[src/design/gplp_defs.vh]
// constants for the pin function configuration block
// assumes a 200 MHz system clock and one 32-bit configuration word
`ifndef GPLP_DEFS_VH
`define GPLP_DEFS_VH

// ==========================================
// register map
`define GPLP_CFG_OFFSET     8'h88
`define GPLP_CFG_RESET      32'h0000_0000
// writable bits: 30:28, 26:24, 22:20, 18:16, 10:8, 4:0
`define GPLP_CFG_WMASK      32'h7777_071f

// ==========================================
// field positions
`define GPLP_LED_LSB        28
`define GPLP_POL_LSB        24
`define GPLP_ROUTE_LSB      20
`define GPLP_BUF_LSB        16
`define GPLP_DIR_LSB        8
`define GPLP_OUTPUT_THREE_BIT       3
`define GPLP_OUTPUT_FOUR_BIT       4
`define GPLP_DATA_LSB       0

// ==========================================
// eeprom pin routing codes
`define GPLP_RT_EEPROM      3'h0
`define GPLP_RT_GPO34       3'h1
`define GPLP_RT_OUTPUT_THREE_RXDV   3'h3
`define GPLP_RT_TXEN_OUTPUT_FOUR   3'h5
`define GPLP_RT_TXEN_RXDV   3'h6
`define GPLP_RT_CLOCKS      3'h7

// ==========================================
// timing
`define GPLP_CLK_PERIOD_NS  5
`define GPLP_MIN_ACTIVE_NS  40
// least time rounds up to whole cycles
`define GPLP_MIN_ACTIVE_CYC \
	((`GPLP_MIN_ACTIVE_NS + `GPLP_CLK_PERIOD_NS - 1) / `GPLP_CLK_PERIOD_NS)

`endif

[src/design/gplp_sync.v]
// two-flop synchroniser bank for the pin inputs
// assumes the inputs may change at any time relative to i_clk
`timescale 1ns/1ps

module gplp_sync #(
	parameter WIDTH = 4                   // number of synchronised bits
) (
	input  wire             i_clk,        // system clock
	input  wire             i_rst_n,      // synchronous reset, active low
	input  wire             i_ce,         // clock enable, freezes state when low
	input  wire [WIDTH-1:0] i_async,      // raw pin levels
	output reg  [WIDTH-1:0] o_sync        // levels safe to use in i_clk domain
);

	// ==========================================
	// first stage, read only by the second stage
	reg [WIDTH-1:0] meta_q;               // metastability catcher

	// two stages; one alone would let metastable levels reach the logic
	always @(posedge i_clk) begin
		if (!i_rst_n) begin
			meta_q <= {WIDTH{1'b0}};
			o_sync <= {WIDTH{1'b0}};
		end else if (i_ce) begin
			meta_q <= i_async;
			o_sync <= meta_q;
		end
	end

endmodule // gplp_sync

[src/design/gplp_top.v]
// pin function configuration: three general i/o pins shared with led
// indicators, and two eeprom pins shared with general outputs and mii signals.
// assumes a register port from the host bus decoder and an interrupt
// enable register held elsewhere in the device.
//
// What this block does
// - led select bit turns pin into indicator
// - polarity bit picks the interrupt pin level
// - interrupt passes only when pin enable set
// - route field picks eeprom pin functions
// - drive type bit: push-pull or open-drain
// - direction bit: one output, zero input
// - bits four and three drive general outputs
// - data bits drive outputs, read live pins
`timescale 1ns/1ps
`include "gplp_defs.vh"

module gplp_top #(
	parameter NPIN = 3,                   // general i/o pin count
	parameter CW   = 4                    // width of the qualify counter
) (
	input  wire            i_clk,         // system clock, 200 MHz
	input  wire            i_rst_n,       // synchronous reset, active low
	input  wire            i_ce,          // clock enable, freezes state when low
	input  wire [7:0]      i_reg_addr,    // register byte offset
	input  wire            i_reg_wr,      // write strobe
	input  wire            i_reg_rd,      // read strobe
	input  wire [31:0]     i_reg_wdata,   // write data
	output reg  [31:0]     o_reg_rdata,   // read data, one cycle after strobe
	output reg             o_reg_rvalid,  // read data valid pulse
	input  wire [NPIN-1:0] i_pin_irq_enable, // per-pin interrupt enables
	input  wire [NPIN-1:0] i_led_state,   // internal led indicator levels
	output reg  [NPIN-1:0] o_irq_set,     // sets interrupt status bits
	input  wire [NPIN-1:0] i_pin_in,      // general i/o pin levels
	output reg  [NPIN-1:0] o_pin_out,     // general i/o pin output value
	output reg  [NPIN-1:0] o_pin_oe,      // general i/o pin drive enable
	input  wire            i_ee_data_out, // eeprom controller data to pin
	input  wire            i_ee_data_oe,  // eeprom controller drives data
	input  wire            i_ee_clk,      // eeprom controller serial clock
	output reg             o_ee_data_in,  // data pin level to eeprom controller
	input  wire            i_tx_en,       // mii transmit enable
	input  wire            i_rx_dv,       // mii receive data valid
	input  wire            i_tx_clk,      // mii transmit clock level
	input  wire            i_rx_clk,      // mii receive clock level
	input  wire            i_eeprom_data_pin_in, // data pin level
	output reg             o_eeprom_data_pin_out, // data pin output value
	output reg             o_eeprom_data_pin_oe,  // data pin drive enable
	output reg             o_eeprom_clock_pin,    // clock pin level
	output reg             o_eeprom_clock_pin_oe  // clock pin drive enable
);

	// ==========================================
	// configuration register
	reg  [31:0] cfg_q;                    // pin_function_config storage
	reg  [31:0] cfg_d;                    // next value

	wire        cfg_hit;                  // address matches the register
	assign cfg_hit = (i_reg_addr == `GPLP_CFG_OFFSET);

	// field views
	wire [NPIN-1:0] indicator_select;      // led mode per pin
	wire [NPIN-1:0] pin_irq_level_polarity; // active interrupt level
	wire [2:0]      eeprom_pin_route;      // eeprom pin function
	wire [NPIN-1:0] pin_drive_type;        // one push-pull, zero open-drain
	wire [NPIN-1:0] pin_direction;         // one output
	wire [NPIN-1:0] pin_value;             // written output value
	wire            output_three;          // general output three value
	wire            output_four;           // general output four value

	assign indicator_select       = cfg_q[`GPLP_LED_LSB +: NPIN];
	assign pin_irq_level_polarity = cfg_q[`GPLP_POL_LSB +: NPIN];
	assign eeprom_pin_route       = cfg_q[`GPLP_ROUTE_LSB +: 3];
	assign pin_drive_type         = cfg_q[`GPLP_BUF_LSB +: NPIN];
	assign pin_direction          = cfg_q[`GPLP_DIR_LSB +: NPIN];
	assign pin_value              = cfg_q[`GPLP_DATA_LSB +: NPIN];
	assign output_three           = cfg_q[`GPLP_OUTPUT_THREE_BIT];
	assign output_four            = cfg_q[`GPLP_OUTPUT_FOUR_BIT];

	// write merge; reserved bits never take write data
	always @* begin
		cfg_d = cfg_q;
		if (i_reg_wr && cfg_hit) begin
			cfg_d = i_reg_wdata & `GPLP_CFG_WMASK;
		end
	end

	// storage, cleared at reset
	always @(posedge i_clk) begin
		if (!i_rst_n) begin
			cfg_q <= `GPLP_CFG_RESET;
		end else if (i_ce) begin
			cfg_q <= cfg_d;
		end
	end

	// ==========================================
	// pin input synchronisers
	wire [NPIN:0] sync_lvl;               // synced pins, top bit eeprom data
	wire [NPIN-1:0] pin_lvl;              // synced general pin levels

	gplp_sync #(
		.WIDTH   (NPIN + 1)
	) u_sync (
		.i_clk   (i_clk),
		.i_rst_n (i_rst_n),
		.i_ce    (i_ce),
		.i_async ({i_eeprom_data_pin_in, i_pin_in}),
		.o_sync  (sync_lvl)
	);

	assign pin_lvl = sync_lvl[NPIN-1:0];

	// ==========================================
	// register read port
	// data pin bits show the live synced pin, not the written value
	always @(posedge i_clk) begin
		if (!i_rst_n) begin
			o_reg_rdata  <= 32'h0000_0000;
			o_reg_rvalid <= 1'b0;
		end else if (i_ce) begin
			o_reg_rvalid <= i_reg_rd;
			if (i_reg_rd && cfg_hit) begin
				o_reg_rdata <= (cfg_q & ~{{(32-NPIN){1'b0}}, {NPIN{1'b1}}})
					| {{(32-NPIN){1'b0}}, pin_lvl};
			end else begin
				o_reg_rdata <= 32'h0000_0000; // unmapped offsets read zero
			end
		end
	end

	// ==========================================
	// per-pin drive and interrupt qualification
	localparam integer  QUAL_INT = `GPLP_MIN_ACTIVE_CYC; // 40 ns in cycles
	localparam [CW-1:0] QUAL_CYC = QUAL_INT[CW-1:0];    // cut to counter width

	wire [NPIN-1:0] irq_d;                // next interrupt set levels
	wire [NPIN-1:0] pout_d;               // next pin output values
	wire [NPIN-1:0] poe_d;                // next pin drive enables

	genvar g;
	generate
		for (g = 0; g < NPIN; g = g + 1) begin : g_pin
			reg  [CW-1:0] hold_q;          // cycles the active level has held
			wire          active;          // pin at its interrupt level
			wire          drv_val;         // value the pin should show
			wire          drv_out;         // pin is an output at all

			// high level counts when polarity is one, low when zero
			assign active  = (pin_lvl[g] == pin_irq_level_polarity[g]);
			// indicator mode overrides general i/o
			assign drv_val = indicator_select[g] ? i_led_state[g]
				: pin_value[g];
			assign drv_out = indicator_select[g] | pin_direction[g];

			// qualify counter; the source must hold the level long enough,
			// so glitches shorter than this are filtered out
			always @(posedge i_clk) begin
				if (!i_rst_n) begin
					hold_q <= {CW{1'b0}};
				end else if (i_ce) begin
					if (!active) begin
						hold_q <= {CW{1'b0}};
					end else if (hold_q != QUAL_CYC) begin
						hold_q <= hold_q + {{(CW-1){1'b0}}, 1'b1};
					end
				end
			end

			// level interrupt toward status, only when enabled
			assign irq_d[g] = (hold_q == QUAL_CYC) & i_pin_irq_enable[g];

			// output buffer; open-drain only pulls low, never drives high,
			// and an input pin is released with its value held at zero
			assign pout_d[g] = drv_out & pin_drive_type[g] & drv_val;
			assign poe_d[g]  = drv_out & (pin_drive_type[g] | ~drv_val);
		end
	endgenerate

	// one process owns all general i/o pin flops, so no vector has several drivers
	always @(posedge i_clk) begin
		if (!i_rst_n) begin
			o_irq_set <= {NPIN{1'b0}};
			o_pin_out <= {NPIN{1'b0}};
			o_pin_oe  <= {NPIN{1'b0}};
		end else if (i_ce) begin
			o_irq_set <= irq_d;
			o_pin_out <= pout_d;
			o_pin_oe  <= poe_d;
		end
	end

	// ==========================================
	// eeprom pin routing
	// every function passes through one flop; mii clocks therefore carry
	// up to one system cycle of skew and must be well below 100 MHz
	reg ee_dat_d;                         // data pin next value
	reg ee_doe_d;                         // data pin next enable
	reg ee_clk_d;                         // clock pin next value
	reg ee_coe_d;                         // clock pin next enable

	always @* begin
		ee_dat_d = 1'b0;
		ee_doe_d = 1'b0;
		ee_clk_d = 1'b0;
		ee_coe_d = 1'b1;
		case (eeprom_pin_route)
			`GPLP_RT_EEPROM: begin
				ee_dat_d = i_ee_data_out;
				ee_doe_d = i_ee_data_oe;
				ee_clk_d = i_ee_clk;
			end
			`GPLP_RT_GPO34: begin
				ee_dat_d = output_three;
				ee_doe_d = 1'b1;
				ee_clk_d = output_four;
			end
			`GPLP_RT_OUTPUT_THREE_RXDV: begin
				ee_dat_d = output_three;
				ee_doe_d = 1'b1;
				ee_clk_d = i_rx_dv;
			end
			`GPLP_RT_TXEN_OUTPUT_FOUR: begin
				ee_dat_d = i_tx_en;
				ee_doe_d = 1'b1;
				ee_clk_d = output_four;
			end
			`GPLP_RT_TXEN_RXDV: begin
				ee_dat_d = i_tx_en;
				ee_doe_d = 1'b1;
				ee_clk_d = i_rx_dv;
			end
			`GPLP_RT_CLOCKS: begin
				ee_dat_d = i_tx_clk;
				ee_doe_d = 1'b1;
				ee_clk_d = i_rx_clk;
			end
			default: begin
				// unused codes release both pins
				ee_dat_d = 1'b0;
				ee_doe_d = 1'b0;
				ee_clk_d = 1'b0;
				ee_coe_d = 1'b0;
			end
		endcase
	end

	// pin flops; a mid-cycle route change would corrupt an eeprom transfer,
	// software keeps the route steady while one runs
	always @(posedge i_clk) begin
		if (!i_rst_n) begin
			o_eeprom_data_pin_out <= 1'b0;
			o_eeprom_data_pin_oe  <= 1'b0;
			o_eeprom_clock_pin    <= 1'b0;
			o_eeprom_clock_pin_oe <= 1'b0;
			o_ee_data_in          <= 1'b0;
		end else if (i_ce) begin
			o_eeprom_data_pin_out <= ee_dat_d;
			o_eeprom_data_pin_oe  <= ee_doe_d;
			o_eeprom_clock_pin    <= ee_clk_d;
			o_eeprom_clock_pin_oe <= ee_coe_d;
			o_ee_data_in          <= sync_lvl[NPIN];
		end
	end

endmodule // gplp_top

[config.mk]
export PLATFORM = sky130hd
export DESIGN_NAME = gplp_top
export DESIGN_NICKNAME = d
export VERILOG_FILES = /design/src/design/gplp_sync.v /design/src/design/gplp_top.v
export VERILOG_INCLUDE_DIRS = /design/src /design/src/design
export SDC_FILE = /design/constraint.sdc
export NUM_CORES = 1
export LEC_CHECK = 0
export BUFFER_PORTS_ARGS = -buffer_cell sky130_fd_sc_hd__buf_2
export CAP_MARGIN = 15
export CORE_UTILIZATION = 46
export DETAILED_ROUTE_END_ITERATION = 10
export PLACE_DENSITY = 0.75
export SYNTH_ARGS = -nofsm -noshare
export SYNTH_HDL_FRONTEND = slang
export SYNTH_SLANG_ARGS = --single-unit
[constraint.sdc]
create_clock -name i_clk -period 1.5 [get_ports i_clk]
set_input_delay 0.3 -clock i_clk [delete_from_list [all_inputs] [get_ports i_clk]]
set_output_delay 0.3 -clock i_clk [all_outputs]
set_load 0.01 [all_outputs]
# Word-level counts from Yosys, hierarchy flattened
# Index checks and enable logic that the tools add are counted.
# totals
ff_bits	87
output_inout_bits	47
wordCells	86
# classes
n_addsub	3
n_eq_ne	18
muxes	14
bitwise	22
reduce_logical	13
# op_table
cell	n
$mux 31	1
$or 31x3->31	1
$mux 4	6
$add 4x1->4 const B	3
$and 1x1->1	12
$eq 4x4->1 const B	3
$ne 4x4->1 const B	3
$eq 3x3->1 const B	3
$eq 8x8->1 const B	1
$pmux 1 s4	2
$reduce_and 2->1	4
$reduce_or 2->1	4
$ne 2x1->1 const B	3
$or 1x1->1	6
$reduce_or 6->1	1
$reduce_or 5->1	1
$mux 1	4
$eq 1x1->1	3
$eq 3x1->1 const B	1
$eq 3x2->1 const B	1
$logic_not 3->1	1
$not 1->1	3
$logic_and 1x1->1	2
$pmux 1 s2	1

# Depth between registers and ports, before layout
# Gate-level depths: netlist (run 1).
# depth
ltp_word	4
mapped_depth	6
ltp_nobuf	6

# Cells and area by module
# A second synthesis (run 1) with hierarchy kept.
# hier_totals
cells_unflattened	391
hier_area_um2	3398.3
# modules_own_cells
mod	n_inst	cells_per_inst	area_each_um2
gplp_top	1	366	3096.7
gplp_sync	1	25	301.5

# Least setup slack after synthesis (run 1)
# Ideal clock, no wire load.
# synth_timing
path_kind	input to register
from	input i_reg_addr[5]
to	register cfg_q[0]
arrival_ps	1403
required_time_ps	1385
slack_ps	-18
cell_stages	4
cell_sequence	or4b_4 -> nor3_4 -> buf_6 -> o21ai_2
# synth_between
elab_chain_len	3
# synth_rtl
element	line_no	rtl
start: declaration	gplp_top.v:25	input wire [7:0] i_reg_addr,
$eq 8x8->1 (no source line)	n/a	
$logic_and 1x1->1	gplp_top.v:82	if (i_reg_wr && cfg_hit) begin
$reduce_and 2->1 (no source line)	n/a	
end signal: assignment	gplp_top.v:90	cfg_q <= `GPLP_CFG_RESET;
end signal: assignment	gplp_top.v:92	cfg_q <= cfg_d;
end: declaration	gplp_top.v:54	reg [31:0] cfg_q;
# Every way passes these cells.
# A chain may end at the register's enable or synchronous reset.

# Worst setup path in the final report (run 1)
# layout_timing
from	input i_reg_addr[5]
to	register o_reg_rdata[18]
# layout_between
elab_chain_len	3
# layout_rtl
element	line_no	rtl
$eq 8x8->1 (no source line)	n/a	
$logic_and 1x1->1	gplp_top.v:122	if (i_reg_rd && cfg_hit) begin
$mux 31	gplp_top.v:122	
end signal: assignment	gplp_top.v:123	o_reg_rdata <= (cfg_q & ~{{(32-NPIN){1'b0}}, {NPIN{1'b1}}})
end: declaration	gplp_top.v:29	output reg [31:0] o_reg_rdata,
# Every way passes these cells.

==> results.cfg, run 1 <==
[run_status]
outcome = finished, final reports clean

[timing]
totalNegativeSetupSlack_ps = 0
post_route_minimum_period_ps = 1390
timing.final.hold_violations = 0
hold_slack_ps = 182
setup_viol_count_final = 0
min_period_over_period_pct = 92.4
fmax_ghz = 0.722
rsz0062_at_grt = false
clock_skew_ps = 9.27
finalMaxSlewViolations = 0

[worst_setup_path]
critPathTopFamily = simple AND/OR/NAND/NOR gates
timing.reg2reg.worst_path_depth = 6
worst_setup_path_start_kind = input port
critical-path-max-stage-delay_ps = 560
timing.critical_path.fanout_max = 20
critical_path_buf_inv_count = 2
type_of_the_setup_path_with_the_least_slack = in -> reg
cpMaxStageDelayCell = or4b_4
crit_path_cell_trace = buf_2, or4b_4, nor3_2, buf_12, a22oi_1, nor2b_1
critPathArrivalTime_ps = 1650
critPathCaptureType = flop
cp.depth = 6
crit_required_ps = 1760

[synthesis]
synth-edff-count = 0
yosysSeqAreaShare_pct = 44.0
netlist-cell-type-count = 38
predominant_post_synthesis_flop_cell = dfxtp_1
synthesis.area_um2 = 3410
postSynthAreaPerCell_um2 = 8.97
postSynth.asyncResetShare_pct = 0
netlist_instances = 380
flops_latches_synth = 75
synthesis.yosys.warnings = 0

[cts]
cts-buffers-inserted = 9
clkSinkCount = 75
tritoncts = built
cts-resized-gates = 0
clock-root-buffer = clkbuf_8
max_h_tree_level = 3
post_cts.repair.setup_buffers = 0
maximum_count_of_clock_buffers_along_a_single_path = 2
clock_insertion_delay_worst_skew_ps = 340
clock_transition_at_the_registers_of_the_reported_paths_ps = 80
holdBufCountCts = 0

[finish]
drive_gt1_share_pct = 30.3
n_antenna_cell = 0
final_cell_mix = buf_2 (84), dfxtp_1 (75), nand2_1 (49)
most_common_cell_after_layout_fill_and_taps_aside = buf_2
layout.nets = 532
final_cell_count_no_fill = 567
areaGrowthSynthToFinish_pct = 20.7

[routing]
avgViaCountPerCell = 4.98
routedLengthMet1_um = 3470
drc = 0
met2_wirelength_um = 3600
drt_pass1_iterations = 4
drt_iter0_drc = 78
routed_wl_um = 7450
met3WireLength_um = 271
highest_layer = met4
detail-route-antenna-nets = 0
route.detailed.wl_per_inst_um = 13.1
via_count = 2826

[grt]
largest_net_degree_at_the_start_of_global_routing = 41
antenna_found_initial = 0
wire_length_of_the_first_global_routing_pass_um = 12100
global_route.overflow_total = 0
track_usage_pct = 20.2
grt_pass1_vias = 2738

[die]
dieArea_um2 = 7760
io_pins = 109
die_w_um = 88.1
coreArea_um2 = 7210
rows = 31
dieHeight_um = 88.1
start_util_pct = 47.3

[pwr]
power.static_leakage_uw = 0.00177
power_per_cell_area_nw_per_um2 = 919
vdd_drop_max_mv = 0.462

[placement]
gp_routability_congestion = 0.814
hpwlAfterDp_um = 5440
post-place-cells = 552
placement.io_buffers = 84

[run]
cap_viol_max_count = 0

[worst_hold_path]
min_path_type = in -> reg
min_path_cells = 3
## report_power, final
group	total, uW	internal [uW]	switching (uW)
clock	1410	723	682
combinational	320	151	169
sequential	2050	2030	27.1
total	3780	2900	878
## final timing paths
kind / from / end / slack [ps]
worst min-delay path: i_reg_wdata[0] / cfg_q[0] / 180
worst max register to register: g_pin[1].hold_q[0] / g_pin[1].hold_q[2] / 170
worst max-delay path: i_reg_addr[5] / o_reg_rdata[18] / 110
worst min register to register: o_reg_rvalid / o_reg_rvalid / 480
## Yosys cell counts, types with 3 or more instances
library cell	count	area [um^2]
a21oi_1	18	90.1
a22oi_1	20	150
and2_1	3	18.8
and3_1	4	25.0
buf_2	7	35.0
buf_4	14	105
buf_6	4	45.0
clkbuf_1	14	52.6
dfxtp_1	75	1500
ha_1	6	75.1
inv_1	9	33.8
mux2i_1	10	100
nand2_1	49	184
nand2b_1	3	18.8
nand3_1	24	120
nand3b_1	10	75.1
nand4_1	3	18.8
nor2_1	14	52.6
nor2b_1	34	213
nor3_1	3	15.0
o21ai_0	6	30.0
o21ai_2	20	175
o2bb2ai_1	3	26.3
xor2_1	7	61.3
## worst register-to-register path, delay by kind of cell, from the launching register on
family | cells | cell delay [ps]
and+or+nand+nor | 3 | 510
DFF | 1 | 360
adders and majority gates | 1 | 190
AOI/OAI and AO/OA | 1 | 120
buffers and inverters | 1 | 80
## layer usage
metal / GRT usage (%) / vias to the layer above
met3: 3.20 / 9
met5: 0 / -
met2: 35.9 / 63
met4: 7.92 / 0
li1: - / 1444
met1: 24.3 / 1310
## cells by family (layout without fill, tap and decap cells)
kind of cell | Yosys count | after routing | synth area share, %
AND/OR/NAND/NOR | 153 | 153 | 23.7
AO/OA/AOI/OAI | 76 | 76 | 16.1
flip-flops | 75 | 75 | 44.0
buffers and inverters | 48 | 125 | 7.96
multiplexers | 12 | 12 | 3.60
XOR/XNOR | 9 | 9 | 2.31
adder cells (fa/ha/maj) | 6 | 6 | 2.20
other | 1 | 12 | 0.110
## registers in the layout, summed over array words and instances, names as in the netlist, 3 cells and up
register       flops
o_pin_out          3
u_sync.meta_q      4
o_irq_set          3
u_sync.o_sync      4
o_pin_oe           3
o_reg_rdata       20
cfg_q             20
g_pin.hold_q      12
## layout make-up
cell class	count	area [um^2]
Sequential cell	75	1500
Multi-Input combinational cell	268	1680
Timing Repair Buffer	101	598
Fill cell	670	3100
Tap cell	99	124
Clock buffer	13	169
Inverter	9	33.8
Clock inverter	2	10.0
## per-stage QoR
step	instance area [um^2]	setup WS [ps]	total power [uW]	util (%)
final	4110	115	3780	57.0
after global routing	4110	60.2	3950	57.0
after CTS	4110	127	3820	57.0
after detailed placement	3940	-235	2420	54.5
after global placement	3940	-202	2410	54.5
after floorplan	3450	-8.71	2300	-
(Power assumes the default switching activity.)
==> run 2, diff against run 1 <==
--- a/config.mk
+++ b/config.mk
@@ -11,6 +11,7 @@
 export CORE_UTILIZATION = 46
 export DETAILED_ROUTE_END_ITERATION = 10
 export PLACE_DENSITY = 0.75
+export SETUP_SLACK_MARGIN = 0.2
 export SYNTH_ARGS = -nofsm -noshare
 export SYNTH_HDL_FRONTEND = slang
 export SYNTH_SLANG_ARGS = --single-unit
==> results.cfg, run 2 (same netlist as run 1, synthesis figures left out) <==
[run_status]
outcome = finished, final reports clean

[routing]
drc = 0
drt_pass1_iterations = 4
drt_iter0_drc = 146
via_count = 2990
avgViaCountPerCell = 5.20
routed_wl_um = 8170
detail-route-antenna-nets = 0
route.detailed.wl_per_inst_um = 14.2

[placement]
placement.io_buffers = 84
hpwlAfterDp_um = 5260
post_dp_cell_area_um2 = 3910
gp_routability_congestion = 0.771

[finish]
drive_gt1_share_pct = 38.2
area_taken_by_flip_flops_and_latches_um2 = 1510
biggestRegsByFlops = cfg_q: 20 flops, o_reg_rdata: 20 flops, g_pin.hold_q: 12 flops
areaGrowthSynthToFinish_pct = 29.8
final_cell_mix = buf_2 (83), dfxtp_1 (69), nand2_1 (48)
layout.nets = 539
post-route-util_pct = 61.3
n_antenna_cell = 0
multiInputGateArea_um2 = 1820
n_fill_cell = 632
most_common_cell_after_layout_fill_and_taps_aside = buf_2
final_design_area_no_fill_um2 = 4420

[grt]
track_usage_pct = 20.4
wire_length_of_the_first_global_routing_pass_um = 12000
grt_pass1_vias = 2608
global_route.overflow_total = 0
antenna_found_initial = 0
largest_net_degree_at_the_start_of_global_routing = 54

[die]
io_pins = 109
start_util_pct = 47.3
rows = 31
die_w_um = 88.1
coreArea_um2 = 7210
dieArea_um2 = 7760
dieHeight_um = 88.1

[worst_setup_path]
critPathCaptureType = flop
type_of_the_setup_path_with_the_least_slack = in -> reg
timing.reg2reg.worst_path_depth = 4
timing.critical_path.fanout_max = 8
regToRegEndpoint = g_pin[0].hold_q[0]
worst_setup_path_start_kind = input port
reg2reg_slack_ps = 190
crit_required_ps = 1780
critPathArrivalTime_ps = 1650
r2r_start = u_sync.o_sync[0]

[timing]
fmax_ghz = 0.731
setup_viol_count_final = 0
post_route_minimum_period_ps = 1370
rsz0062_at_grt = true
timing.final.hold_violations = 0
finalMaxSlewViolations = 0
min_period_over_period_pct = 91.1
clock_skew_ps = 12.9

[pwr]
power.static_leakage_uw = 0.00186
totalPowerFinal_uw = 4140
portion_of_total_power_attributed_to_combinational_logic_pct = 8.6
p_int_uw = 3180
power_per_cell_area_nw_per_um2 = 937
share_of_total_power_in_the_clock_network_pct = 41.8
netSwitchingFraction_pct = 23.4
power_frac_seq_pct = 49.6
vdd_drop_max_mv = 0.472
p_sw_uw = 968

[cts]
cts-buffers-inserted = 9
clock_insertion_delay_worst_skew_ps = 350
clkSinkCount = 75
max_h_tree_level = 3
tritoncts = built
maximum_count_of_clock_buffers_along_a_single_path = 2
holdBufCountCts = 0
clock_transition_at_the_registers_of_the_reported_paths_ps = 80
clock-root-buffer = clkbuf_8

[run]
cap_viol_max_count = 0

[worst_hold_path]
min_path_cells = 3
min_path_type = in -> reg
min_delay_worst_endpoint = cfg_q[16]
hold_path.startpoint = i_reg_wdata[16]
run 2: cell count changes in the layout (fill, tap and decap cells not counted), sizes merged:
cell,change
buf,+5
bufinv,+2
clkbuf,-1
clkinvlp,+1
inv,+1
run 2: power groups by stage:
stage          combinational, uW  clock (uW)  sequential [uW]
2_1_floorplan                206           0             2100
3_3_place_gp                 299           0             2100
3_5_place_dp                 309           0             2100
4_1_cts                      312        1760             2050
5_1_grt                      398        1850             2060
6_report                     358        1730             2060
run 2: final cells by class:
| type | instances | area share (%) |
|---|---|---|
| Multi-Input combinational cell | 268 | 41.2 |
| Sequential cell | 75 | 34.2 |
| Timing Repair Buffer | 108 | 16.0 |
| Clock buffer | 10 | 3.11 |
| Tap cell | 99 | 2.80 |
| Clock inverter | 6 | 1.95 |
| Inverter | 9 | 0.764 |
run 2: worst max-delay path, stage by stage:
cell and delay [ps]:
buf_6 90, or4b_4 550, nor3_4 220, buf_6 170
clkbuf_16 170, nand3_2 70, o21ai_2 70
run 2: worst max-delay path by stage:
stage	cells past startpoint	to	slack, ps	start
finish	7	cfg_q[25]	130	i_reg_addr[1]
floorplan	5	cfg_q[21]	-9	i_reg_addr[2]
global placement	6	cfg_q[16]	-200	i_reg_addr[2]
CTS	6	cfg_q[25]	170	i_reg_addr[5]
detailed placement	6	cfg_q[17]	-220	i_reg_addr[2]
global route	7	cfg_q[30]	80	i_reg_addr[1]
run 2: per-layer routing:
layer | part of all wire [%] | vias to the layer above | wire, um | GRT usage (%)
met5 | 0 | - | 0 | 0
met2 | 47 | 103 | 3860 | 32.3
met4 | 1.5 | 0 | 123 | 7.48
li1 | - | 1465 | - | -
met3 | 5.1 | 10 | 418 | 4.05
met1 | 46 | 1412 | 3780 | 27.6
run 2: per-stage QoR:
step | hold WS, ps | TNS, ps | cells | worst slack (ps)
finish | 164 | 0 | 575 | 133
global route | 172 | 0 | 575 | 78.6
CTS | 165 | 0 | 569 | 170
detailed placement | 469 | -7190 | 550 | -218
global placement | 462 | -6260 | 550 | -201
floorplan | 443 | -168 | 391 | -8.71
run 2: what timing repair did:
| action | in CTS | in global routing |
|---|---|---|
| endpoints found under the setup margin | 26 | 47 |
| cloned | 1 | 2 |
| resized for setup | 5 | 37 |
| pin swaps | 1 | 21 |
| buffers inserted | 2 | 4 |
